===== src/inc/pagpio_map.svh =====
`ifndef PAGPIO_MAP_SVH
`define PAGPIO_MAP_SVH

// ----------------------------------------
// Register byte addresses
// ----------------------------------------
`define PAGPIO_OFF_DIR 12'h000
`define PAGPIO_OFF_DATA 12'h004
`define PAGPIO_OFF_ANSEL 12'h008
`define PAGPIO_OFF_PULL 12'h00C
`define PAGPIO_OFF_IOC 12'h010
`define PAGPIO_OFF_CTRL 12'h014
`define PAGPIO_OFF_STAT 12'h018
`define PAGPIO_OFF_MASK 12'h01C

// ----------------------------------------
// Pin set and field positions
// ----------------------------------------
`define PAGPIO_PIN_MASK 8'hEF
`define PAGPIO_PU_SW_MASK 8'h0F
`define PAGPIO_ANSEL_MASK 8'h0F
`define PAGPIO_BIT_INPUT_ONLY 5
`define PAGPIO_BIT_OPEN_DRAIN 7
`define PAGPIO_BIT_ABSENT 4
`define PAGPIO_FUSE_RESET_SEL 5
`define PAGPIO_CTRL_PU_GDIS 0

// ----------------------------------------
// Reset values
// ----------------------------------------
`define PAGPIO_RST_DIR 8'hEF
`define PAGPIO_RST_ANSEL 8'h0F
`define PAGPIO_RST_PULL 8'h00
`define PAGPIO_RST_IOC 8'h00
`define PAGPIO_RST_CTRL 8'h01
`define PAGPIO_RST_MASK 8'h00

`endif


===== src/inc/pagpio_pkg.sv =====
package pagpio_pkg;
  typedef logic [7:0] pagpio_byte_t;
  typedef logic [11:0] pagpio_addr_t;
  typedef enum logic [3:0] {
    PAGPIO_SEL_DIR,
    PAGPIO_SEL_DATA,
    PAGPIO_SEL_ANSEL,
    PAGPIO_SEL_PULL,
    PAGPIO_SEL_IOC,
    PAGPIO_SEL_CTRL,
    PAGPIO_SEL_STAT,
    PAGPIO_SEL_MASK,
    PAGPIO_SEL_NONE
  } pagpio_sel_t;
endpackage


===== src/rtl/pagpio_port_a.sv =====
`timescale 1ns/1ns
`include "pagpio_map.svh"
// Operation
// - Eight-bit port, bit four has no pin
// - Direction one disables driver, zero enables
// - Input-only pin direction always reads one
// - Data read returns pins, write hits latch
// - Data write stores written bits, or pins if strobe clear
// - Analog-selected pins read as zero
// - Direction gates drivers even on analog pins
// - Digital outputs drive only with direction clear
// - Enabled peripheral owns its pin
// - Analog select disables digital input buffer
// - Per-pin change enables, cleared at reset
// - Pull-ups only on bits three-zero, five
// - Pull-ups on bits three-zero have software enable bits
// - Pull-up off for output, alternate, global disable
// - Reset pin pull-up follows fuse only
// - Analog select resets to analog mode
// - Highest-priority output function wins pin
// - Pin seven only pulls low
module pagpio_port_a
  import pagpio_pkg::*;
(
  // Clock and reset
  input wire logic pclk,
  input wire logic presetn,
  // APB slave
  input wire logic psel,
  input wire logic penable,
  input wire logic pwrite,
  input wire pagpio_pkg::pagpio_addr_t paddr,
  input wire logic [31:0] pwdata,
  input wire logic [3:0] pstrb,
  output logic [31:0] prdata,
  output logic pready,
  output logic pslverr,
  // Port pins
  input wire pagpio_pkg::pagpio_byte_t pin_in,
  output pagpio_pkg::pagpio_byte_t pin_out,
  output pagpio_pkg::pagpio_byte_t pin_oe,
  output pagpio_pkg::pagpio_byte_t pull_up_on,
  // Alternate functions, low to high priority
  input wire pagpio_pkg::pagpio_byte_t alt_lo_en,
  input wire pagpio_pkg::pagpio_byte_t alt_lo_out,
  input wire pagpio_pkg::pagpio_byte_t alt_hi_en,
  input wire pagpio_pkg::pagpio_byte_t alt_hi_out,
  // Configuration fuses
  input wire pagpio_pkg::pagpio_byte_t fuse_word,
  // Interrupt
  output logic irq
);
  import pagpio_pkg::*;

  // ----------------------------------------
  // Registers and synchronisers
  // ----------------------------------------
  pagpio_byte_t pin_direction_reg;
  pagpio_byte_t port_latch;
  pagpio_byte_t analog_select;
  pagpio_byte_t pull_up_enable;
  pagpio_byte_t change_irq_enable;
  logic pull_up_global_disable;
  pagpio_byte_t irq_status;
  pagpio_byte_t irq_mask;
  pagpio_byte_t pin_meta;
  pagpio_byte_t pin_sync;
  pagpio_byte_t pin_prev;
  pagpio_byte_t fuse_meta;
  pagpio_byte_t fuse_sync;
  logic prev_valid;

  // ----------------------------------------
  // Combinational views
  // ----------------------------------------
  pagpio_byte_t dig_in;
  pagpio_byte_t dir_view;
  pagpio_byte_t alt_en;
  pagpio_byte_t next_drive_val;
  pagpio_byte_t next_drive_en;
  pagpio_byte_t next_oe;
  pagpio_byte_t next_out;
  pagpio_byte_t next_pull;
  pagpio_byte_t change_evt;
  logic [31:0] next_prdata;
  pagpio_sel_t sel;
  logic setup;
  logic access;
  logic wr_done;
  logic rd_done;
  logic reset_pin_sel;

  // Strobes use the registered ready, so each transfer acts once
  assign setup = psel & ~penable;
  assign access = psel & penable & pready;
  assign wr_done = access & pwrite & pstrb[0];
  assign rd_done = access & ~pwrite;
  assign reset_pin_sel = fuse_sync[`PAGPIO_FUSE_RESET_SEL];

  // Pins pass two flops before anything reads them
  always_ff @(posedge pclk or negedge presetn) begin
    if (!presetn) begin
      pin_meta <= 8'h00;
      pin_sync <= 8'h00;
    end else begin
      pin_meta <= pin_in;
      pin_sync <= pin_meta;
    end
  end

  // Fuses are static, but arrive from outside this clock
  always_ff @(posedge pclk or negedge presetn) begin
    if (!presetn) begin
      fuse_meta <= 8'h00;
      fuse_sync <= 8'h00;
    end else begin
      fuse_meta <= fuse_word;
      fuse_sync <= fuse_meta;
    end
  end

  // Digital input buffer off on analog pins and absent bit
  assign dig_in = pin_sync & ~analog_select & `PAGPIO_PIN_MASK;

  always_comb begin
    dir_view = pin_direction_reg & `PAGPIO_PIN_MASK;
    dir_view[`PAGPIO_BIT_INPUT_ONLY] = 1'b1;
  end

  // ----------------------------------------
  // Address decode
  // ----------------------------------------
  // Full decode: aliases of a register answer as unmapped
  always_comb begin
    case (paddr)
      `PAGPIO_OFF_DIR: sel = PAGPIO_SEL_DIR;
      `PAGPIO_OFF_DATA: sel = PAGPIO_SEL_DATA;
      `PAGPIO_OFF_ANSEL: sel = PAGPIO_SEL_ANSEL;
      `PAGPIO_OFF_PULL: sel = PAGPIO_SEL_PULL;
      `PAGPIO_OFF_IOC: sel = PAGPIO_SEL_IOC;
      `PAGPIO_OFF_CTRL: sel = PAGPIO_SEL_CTRL;
      `PAGPIO_OFF_STAT: sel = PAGPIO_SEL_STAT;
      `PAGPIO_OFF_MASK: sel = PAGPIO_SEL_MASK;
      default: sel = PAGPIO_SEL_NONE;
    endcase
  end

  // ----------------------------------------
  // Bus response
  // ----------------------------------------
  // Zero-wait slave: ready rises in the access cycle, one cycle after setup
  always_ff @(posedge pclk or negedge presetn) begin
    if (!presetn) begin
      pready <= 1'b0;
    end else begin
      pready <= setup;
    end
  end

  // Unmapped offsets answer with an error and change nothing
  always_ff @(posedge pclk or negedge presetn) begin
    if (!presetn) begin
      pslverr <= 1'b0;
    end else begin
      pslverr <= setup & (sel == PAGPIO_SEL_NONE);
    end
  end

  // Zero outside a read, so the bus never shows a stale value
  always_comb begin
    next_prdata = 32'h0000_0000;
    if (setup && !pwrite) begin
      case (sel)
        PAGPIO_SEL_DIR: next_prdata = {24'h000000, dir_view};
        PAGPIO_SEL_DATA: next_prdata = {24'h000000, dig_in};
        PAGPIO_SEL_ANSEL: next_prdata = {24'h000000, analog_select};
        PAGPIO_SEL_PULL: next_prdata = {24'h000000, pull_up_enable};
        PAGPIO_SEL_IOC: next_prdata = {24'h000000, change_irq_enable};
        PAGPIO_SEL_CTRL: next_prdata = {31'h00000000, pull_up_global_disable};
        PAGPIO_SEL_STAT: next_prdata = {24'h000000, irq_status};
        PAGPIO_SEL_MASK: next_prdata = {24'h000000, irq_mask};
        default: next_prdata = 32'h0000_0000;
      endcase
    end
  end

  always_ff @(posedge pclk or negedge presetn) begin
    if (!presetn) begin
      prdata <= 32'h0000_0000;
    end else begin
      prdata <= next_prdata;
    end
  end

  // ----------------------------------------
  // Software registers
  // ----------------------------------------
  // Writes set bit four; the pin mask keeps its driver off
  always_ff @(posedge pclk or negedge presetn) begin
    if (!presetn) begin
      pin_direction_reg <= `PAGPIO_RST_DIR;
    end else if (wr_done && sel == PAGPIO_SEL_DIR) begin
      pin_direction_reg <= pwdata[7:0] | ~`PAGPIO_PIN_MASK;
    end
  end

  // A write without pstrb[0] stores the pins, so untouched outputs
  // can flip to what the pin shows; analog pins store zero.
  always_ff @(posedge pclk or negedge presetn) begin
    if (!presetn) begin
      port_latch <= 8'h00;
    end else if (access && pwrite && sel == PAGPIO_SEL_DATA) begin
      if (pstrb[0]) begin
        port_latch <= pwdata[7:0] & `PAGPIO_PIN_MASK;
      end else begin
        port_latch <= dig_in;
      end
    end
  end

  // Only the four analog-capable pins can leave digital mode
  always_ff @(posedge pclk or negedge presetn) begin
    if (!presetn) begin
      analog_select <= `PAGPIO_RST_ANSEL;
    end else if (wr_done && sel == PAGPIO_SEL_ANSEL) begin
      analog_select <= pwdata[7:0] & `PAGPIO_ANSEL_MASK;
    end
  end

  // Pins without a switchable pull-up store nothing
  always_ff @(posedge pclk or negedge presetn) begin
    if (!presetn) begin
      pull_up_enable <= `PAGPIO_RST_PULL;
    end else if (wr_done && sel == PAGPIO_SEL_PULL) begin
      pull_up_enable <= pwdata[7:0] & `PAGPIO_PU_SW_MASK;
    end
  end

  // Change enables start cleared so reset raises no event
  always_ff @(posedge pclk or negedge presetn) begin
    if (!presetn) begin
      change_irq_enable <= `PAGPIO_RST_IOC;
    end else if (wr_done && sel == PAGPIO_SEL_IOC) begin
      change_irq_enable <= pwdata[7:0] & `PAGPIO_PIN_MASK;
    end
  end

  // Global disable comes up set, so switchable pull-ups start off
  always_ff @(posedge pclk or negedge presetn) begin
    if (!presetn) begin
      pull_up_global_disable <= 1'(`PAGPIO_RST_CTRL);
    end else if (wr_done && sel == PAGPIO_SEL_CTRL) begin
      pull_up_global_disable <= pwdata[`PAGPIO_CTRL_PU_GDIS];
    end
  end

  // Mask starts clear: no interrupt until software asks
  always_ff @(posedge pclk or negedge presetn) begin
    if (!presetn) begin
      irq_mask <= `PAGPIO_RST_MASK;
    end else if (wr_done && sel == PAGPIO_SEL_MASK) begin
      irq_mask <= pwdata[7:0] & `PAGPIO_PIN_MASK;
    end
  end

  // ----------------------------------------
  // Change detection and interrupt
  // ----------------------------------------
  // First compare waits one cycle, but the synchroniser takes two, so a pin high at reset still looks like an edge
  always_ff @(posedge pclk or negedge presetn) begin
    if (!presetn) begin
      pin_prev <= 8'h00;
    end else begin
      pin_prev <= dig_in;
    end
  end

  always_ff @(posedge pclk or negedge presetn) begin
    if (!presetn) begin
      prev_valid <= 1'b0;
    end else begin
      prev_valid <= 1'b1;
    end
  end

  assign change_evt = prev_valid ? ((dig_in ^ pin_prev) & change_irq_enable) : 8'h00;

  // Read clears, but an edge in the same cycle survives
  always_ff @(posedge pclk or negedge presetn) begin
    if (!presetn) begin
      irq_status <= 8'h00;
    end else if (rd_done && sel == PAGPIO_SEL_STAT) begin
      irq_status <= change_evt;
    end else begin
      irq_status <= irq_status | change_evt;
    end
  end

  // Registered output; the price is one cycle of lag
  always_ff @(posedge pclk or negedge presetn) begin
    if (!presetn) begin
      irq <= 1'b0;
    end else begin
      irq <= |(irq_status & irq_mask);
    end
  end

  // ----------------------------------------
  // Output priority and drivers
  // ----------------------------------------
  assign alt_en = alt_lo_en | alt_hi_en;

  // An enabled peripheral outranks the latch; high outranks low
  always_comb begin
    for (int i = 0; i < 8; i++) begin
      if (alt_hi_en[i]) begin
        next_drive_val[i] = alt_hi_out[i];
      end else if (alt_lo_en[i]) begin
        next_drive_val[i] = alt_lo_out[i];
      end else begin
        next_drive_val[i] = port_latch[i];
      end
    end
  end

  // Direction alone gates drivers, analog mode or not
  always_comb begin
    next_drive_en = ~dir_view & `PAGPIO_PIN_MASK;
    next_out = next_drive_val & next_drive_en;
    next_oe = next_drive_en;
    // Open drain: only ever pulls low
    next_out[`PAGPIO_BIT_OPEN_DRAIN] = 1'b0;
    next_oe[`PAGPIO_BIT_OPEN_DRAIN] = next_drive_en[`PAGPIO_BIT_OPEN_DRAIN]
      & ~next_drive_val[`PAGPIO_BIT_OPEN_DRAIN];
  end

  // ----------------------------------------
  // Weak pull-ups
  // ----------------------------------------
  // Reset-pin pull-up ignores software, the global disable included
  always_comb begin
    next_pull = pull_up_enable & `PAGPIO_PU_SW_MASK & dir_view & ~alt_en;
    if (pull_up_global_disable) begin
      next_pull = 8'h00;
    end
    next_pull[`PAGPIO_BIT_INPUT_ONLY] = reset_pin_sel;
    next_pull[`PAGPIO_BIT_ABSENT] = 1'b0;
  end

  // Pads change only on a clock edge, never straight from the bus
  always_ff @(posedge pclk or negedge presetn) begin
    if (!presetn) begin
      pin_out <= 8'h00;
    end else begin
      pin_out <= next_out;
    end
  end

  always_ff @(posedge pclk or negedge presetn) begin
    if (!presetn) begin
      pin_oe <= 8'h00;
    end else begin
      pin_oe <= next_oe;
    end
  end

  always_ff @(posedge pclk or negedge presetn) begin
    if (!presetn) begin
      pull_up_on <= 8'h00;
    end else begin
      pull_up_on <= next_pull;
    end
  end
endmodule


===== config.mk =====
export PLATFORM = sky130hd
export DESIGN_NAME = pagpio_port_a
export DESIGN_NICKNAME = d
export VERILOG_FILES = /design/src/inc/pagpio_pkg.sv /design/src/rtl/pagpio_port_a.sv
export VERILOG_INCLUDE_DIRS = /design/src /design/src/inc
export SDC_FILE = /design/constraint.sdc
export NUM_CORES = 1
export LEC_CHECK = 0
export ABC_AREA = 1
export BUFFER_PORTS_ARGS = -buffer_cell sky130_fd_sc_hd__buf_4
export CELL_PAD_IN_SITES_DETAIL_PLACEMENT = 1
export CELL_PAD_IN_SITES_GLOBAL_PLACEMENT = 2
export CORE_MARGIN = 10
export CORE_UTILIZATION = 31
export DETAILED_ROUTE_END_ITERATION = 6
export PLACE_DENSITY = 0.93
export SLEW_MARGIN = 30
export SYNTH_ARGS = -nofsm -noshare
export SYNTH_HDL_FRONTEND = slang
export SYNTH_SLANG_ARGS = --single-unit

===== constraint.sdc =====
create_clock -name pclk -period 2.3 [get_ports pclk]
set_input_delay 0.46 -clock pclk [delete_from_list [all_inputs] [get_ports pclk]]
set_output_delay 0.46 -clock pclk [all_outputs]
set_load 0.01 [all_outputs]

==> results.json <==
{
  "outcome": "finished clean",
  "arrival_ns": 2.06,
  "p_sw_share_pct": 23.4,
  "grt_pass1_wl_mm": 18.6,
  "rsz0062_at_grt": "no",
  "p_switching_w": 0.000777,
  "design_area_sq_um": 5280,
  "regMostFlops": "prdata",
  "pwr-share-seq_pct": 50.9,
  "hp-class": "in -> async",
  "cts_hold_buf": 0,
  "die_w_um": 138,
  "track_usage_pct": 12.5,
  "clkPwrFrac_pct": 41.5,
  "nFillCells": 1574,
  "yosysWarnings": 0,
  "dp_hpwl_mm": 9.14,
  "cts_sinks": 93,
  "fin_crit_ns": 1.82,
  "grt_max_degree": 44,
  "hold_viol_final": 0,
  "power_density_nw_per_um2": 628,
  "grt-ovfl-total": 0,
  "netlist_area_sq_um": 4300,
  "fin_tns_setup_ns": 0,
  "clock_latency_ns": 0.34,
  "cp-end-kind": "flip-flop",
  "final_antenna_net_count": 0,
  "largest_reg_flops": 8,
  "grt_antenna_before_repair": 0,
  "r2r-start": "pready",
  "synth_seq_cells": 93,
  "rows": 42,
  "io_pins": 160,
  "power.leakage_nw": 2.59,
  "drive_gt1_share_pct": 28.2,
  "synthCells": 463,
  "clock_path_buffers": 2,
  "io_buffers": 83,
  "timing.final.crit_share_pct": 79.0,
  "yosysSeqAreaShare_pct": 54.4,
  "wl_per_cell_um": 15.9,
  "final_cell_mix": "nand2_1, buf_4, dfrtp_1",
  "antenna_cells": 0,
  "cts_buffers": 9,
  "drt_iter0_drc": 165,
  "placed_area_sq_um": 5000,
  "fmax_mhz": 551,
  "cts_root_buf": "clkbuf_16",
  "die_y_um": 138,
  "report.final.slew_viol_count": 0,
  "clk_pin_slew_worst_paths_ns": 0.07,
  "routed_wirelength_mm": 11.7,
  "viasPerCell": 4.54,
  "final_common_cell": "nand2_1",
  "postSynthAreaPerCell_sq_um": 9.29,
  "setup_viol": 0,
  "grt_pass1_vias": 3653,
  "start_util_pct": 32.1,
  "skew_ns": 0.00541,
  "combPwrFrac_pct": 7.6,
  "intPower_w": 0.00254,
  "gp_congestion": 0.842,
  "cts_resized": 0,
  "slew_headroom_pct": 46.6,
  "drc_errors": 0,
  "area_growth_pct": 22.8,
  "first_pass_iters": 5,
  "setup.worst_path.start_class": "input pin",
  "crit_type": "in -> reg",
  "die-area_sq_um": 19000,
  "drv_cap": 0,
  "num_vias": 3343,
  "cts_setup_buffers": 0,
  "core_area_sq_um": 13400,
  "peakVddDrop_mv": 0.282,
  "synth_cell_types": 33,
  "final_nets": 656,
  "cts_tree": "yes",
  "tightest_slew_ns": 0.800,
  "critPathMaxFanout": 14,
  "crit_required_ns": 2.54,
  "cts-htree-levels": 3,
  "cp-startpoint": "paddr[6]"
}
cell type report:
cell class | instances | area (sq um) | area share (%)
Multi-Input combinational cell | 300 | 1540 | 29.1
Sequential cell | 93 | 2340 | 44.3
Clock inverter | 5 | 35.0 | 0.663
Timing Repair Buffer | 87 | 666 | 12.6
Clock buffer | 11 | 243 | 4.59
Inverter | 64 | 240 | 4.55
Tap cell | 176 | 220 | 4.17
power by group through the flow:
| stage | clock [W] | combinational (W) | sequential (W) |
|---|---|---|---|
| 2_1_floorplan | 0 | 0.000127 | 0.00172 |
| 3_3_place_gp | 0 | 0.000244 | 0.00172 |
| 3_5_place_dp | 0 | 0.000254 | 0.00172 |
| 4_1_cts | 0.00142 | 0.000255 | 0.00169 |
| 5_1_grt | 0.00151 | 0.000283 | 0.00169 |
| 6_report | 0.00138 | 0.000252 | 0.00169 |
stage by stage:
step	hold slack (ns)	setup WS, ns	total power, W	cells	utilization [%]
floorplan	0.164	0.659	0.00185	495	-
finish	0.0497	0.484	0.00332	736	39.4
global route	0.0688	0.290	0.00348	736	39.4
detailed placement	0.337	0.171	0.00197	720	37.3
CTS	0.0548	0.480	0.00337	736	39.4
global placement	0.334	0.238	0.00196	720	37.3
kinds of logic after synthesis:
kind of cell    share of synthesized area [%]
flops                                    54.4
simple gates                             21.7
other cells                             0.175
buf+inv                                  12.6
mux                                      1.31
compound gates                           9.80
Yosys cell counts:
library cell   n  area [sq um]
o21ai_1        1          5.00
nor3_1         2          10.0
dfstp_2       11           289
a221oi_1       1          8.76
inv_1         62           233
nand4_1       13          81.3
nor3_4         2          32.5
o21ai_2       20           175
nor2_4         3          33.8
o22ai_1        3          18.8
nand2_1       87           327
a21oi_1        5          25.0
nand3_1       24           120
nand3_2        1          10.0
inv_2          2          7.51
nand2_2        3          18.8
nor4_1         4          25.0
or2_4          1          8.76
mux2_2         5          56.3
nor2_1        45           169
buf_4         33           248
o21ai_0       33           165
nand2_4        1          11.3
nand4_4        1          21.3
nand3_4        1          17.5
nand3b_1       2          15.0
a211oi_1       2          15.0
o2111ai_1      1          8.76
dfrtp_1       82          2050
nor2_2         1          6.26
or2_2          4          25.0
conb_1         2          7.51
buf_6          5          56.3
layer usage:
layer / GRT usage [%] / up-vias / routed length (um)
li1: - / 1605 / -
met1: 14.5 / 1612 / 4910
met2: 21.2 / 110 / 5730
met3: 4.22 / 16 / 924
met4: 4.40 / 0 / 169
met5: 0 / - / 0
worst max-delay path, stage by stage:
cell	delay, ns
buf_4	0.11
nor2_1	0.15
nand2_1	0.12
nor2_4	0.27
nand2_1	0.17
nor2_4	0.27
nand3_4	0.23
o21ai_0	0.28
worst paths after layout:
check,slack (ns),cells past startpoint,end
max,0.48,8,change_irq_enable[0]
max in group asynchronous,1.55,2,pin_direction_reg[1]
min reg2reg,0.34,0,pin_sync[5]
min in group pclk,0.23,1,pin_meta[6]
min,0.05,1,pin_sync[0]
max reg2reg,0.76,5,pull_up_enable[2]
No activity file was read; power rests on OpenSTA's default activity.
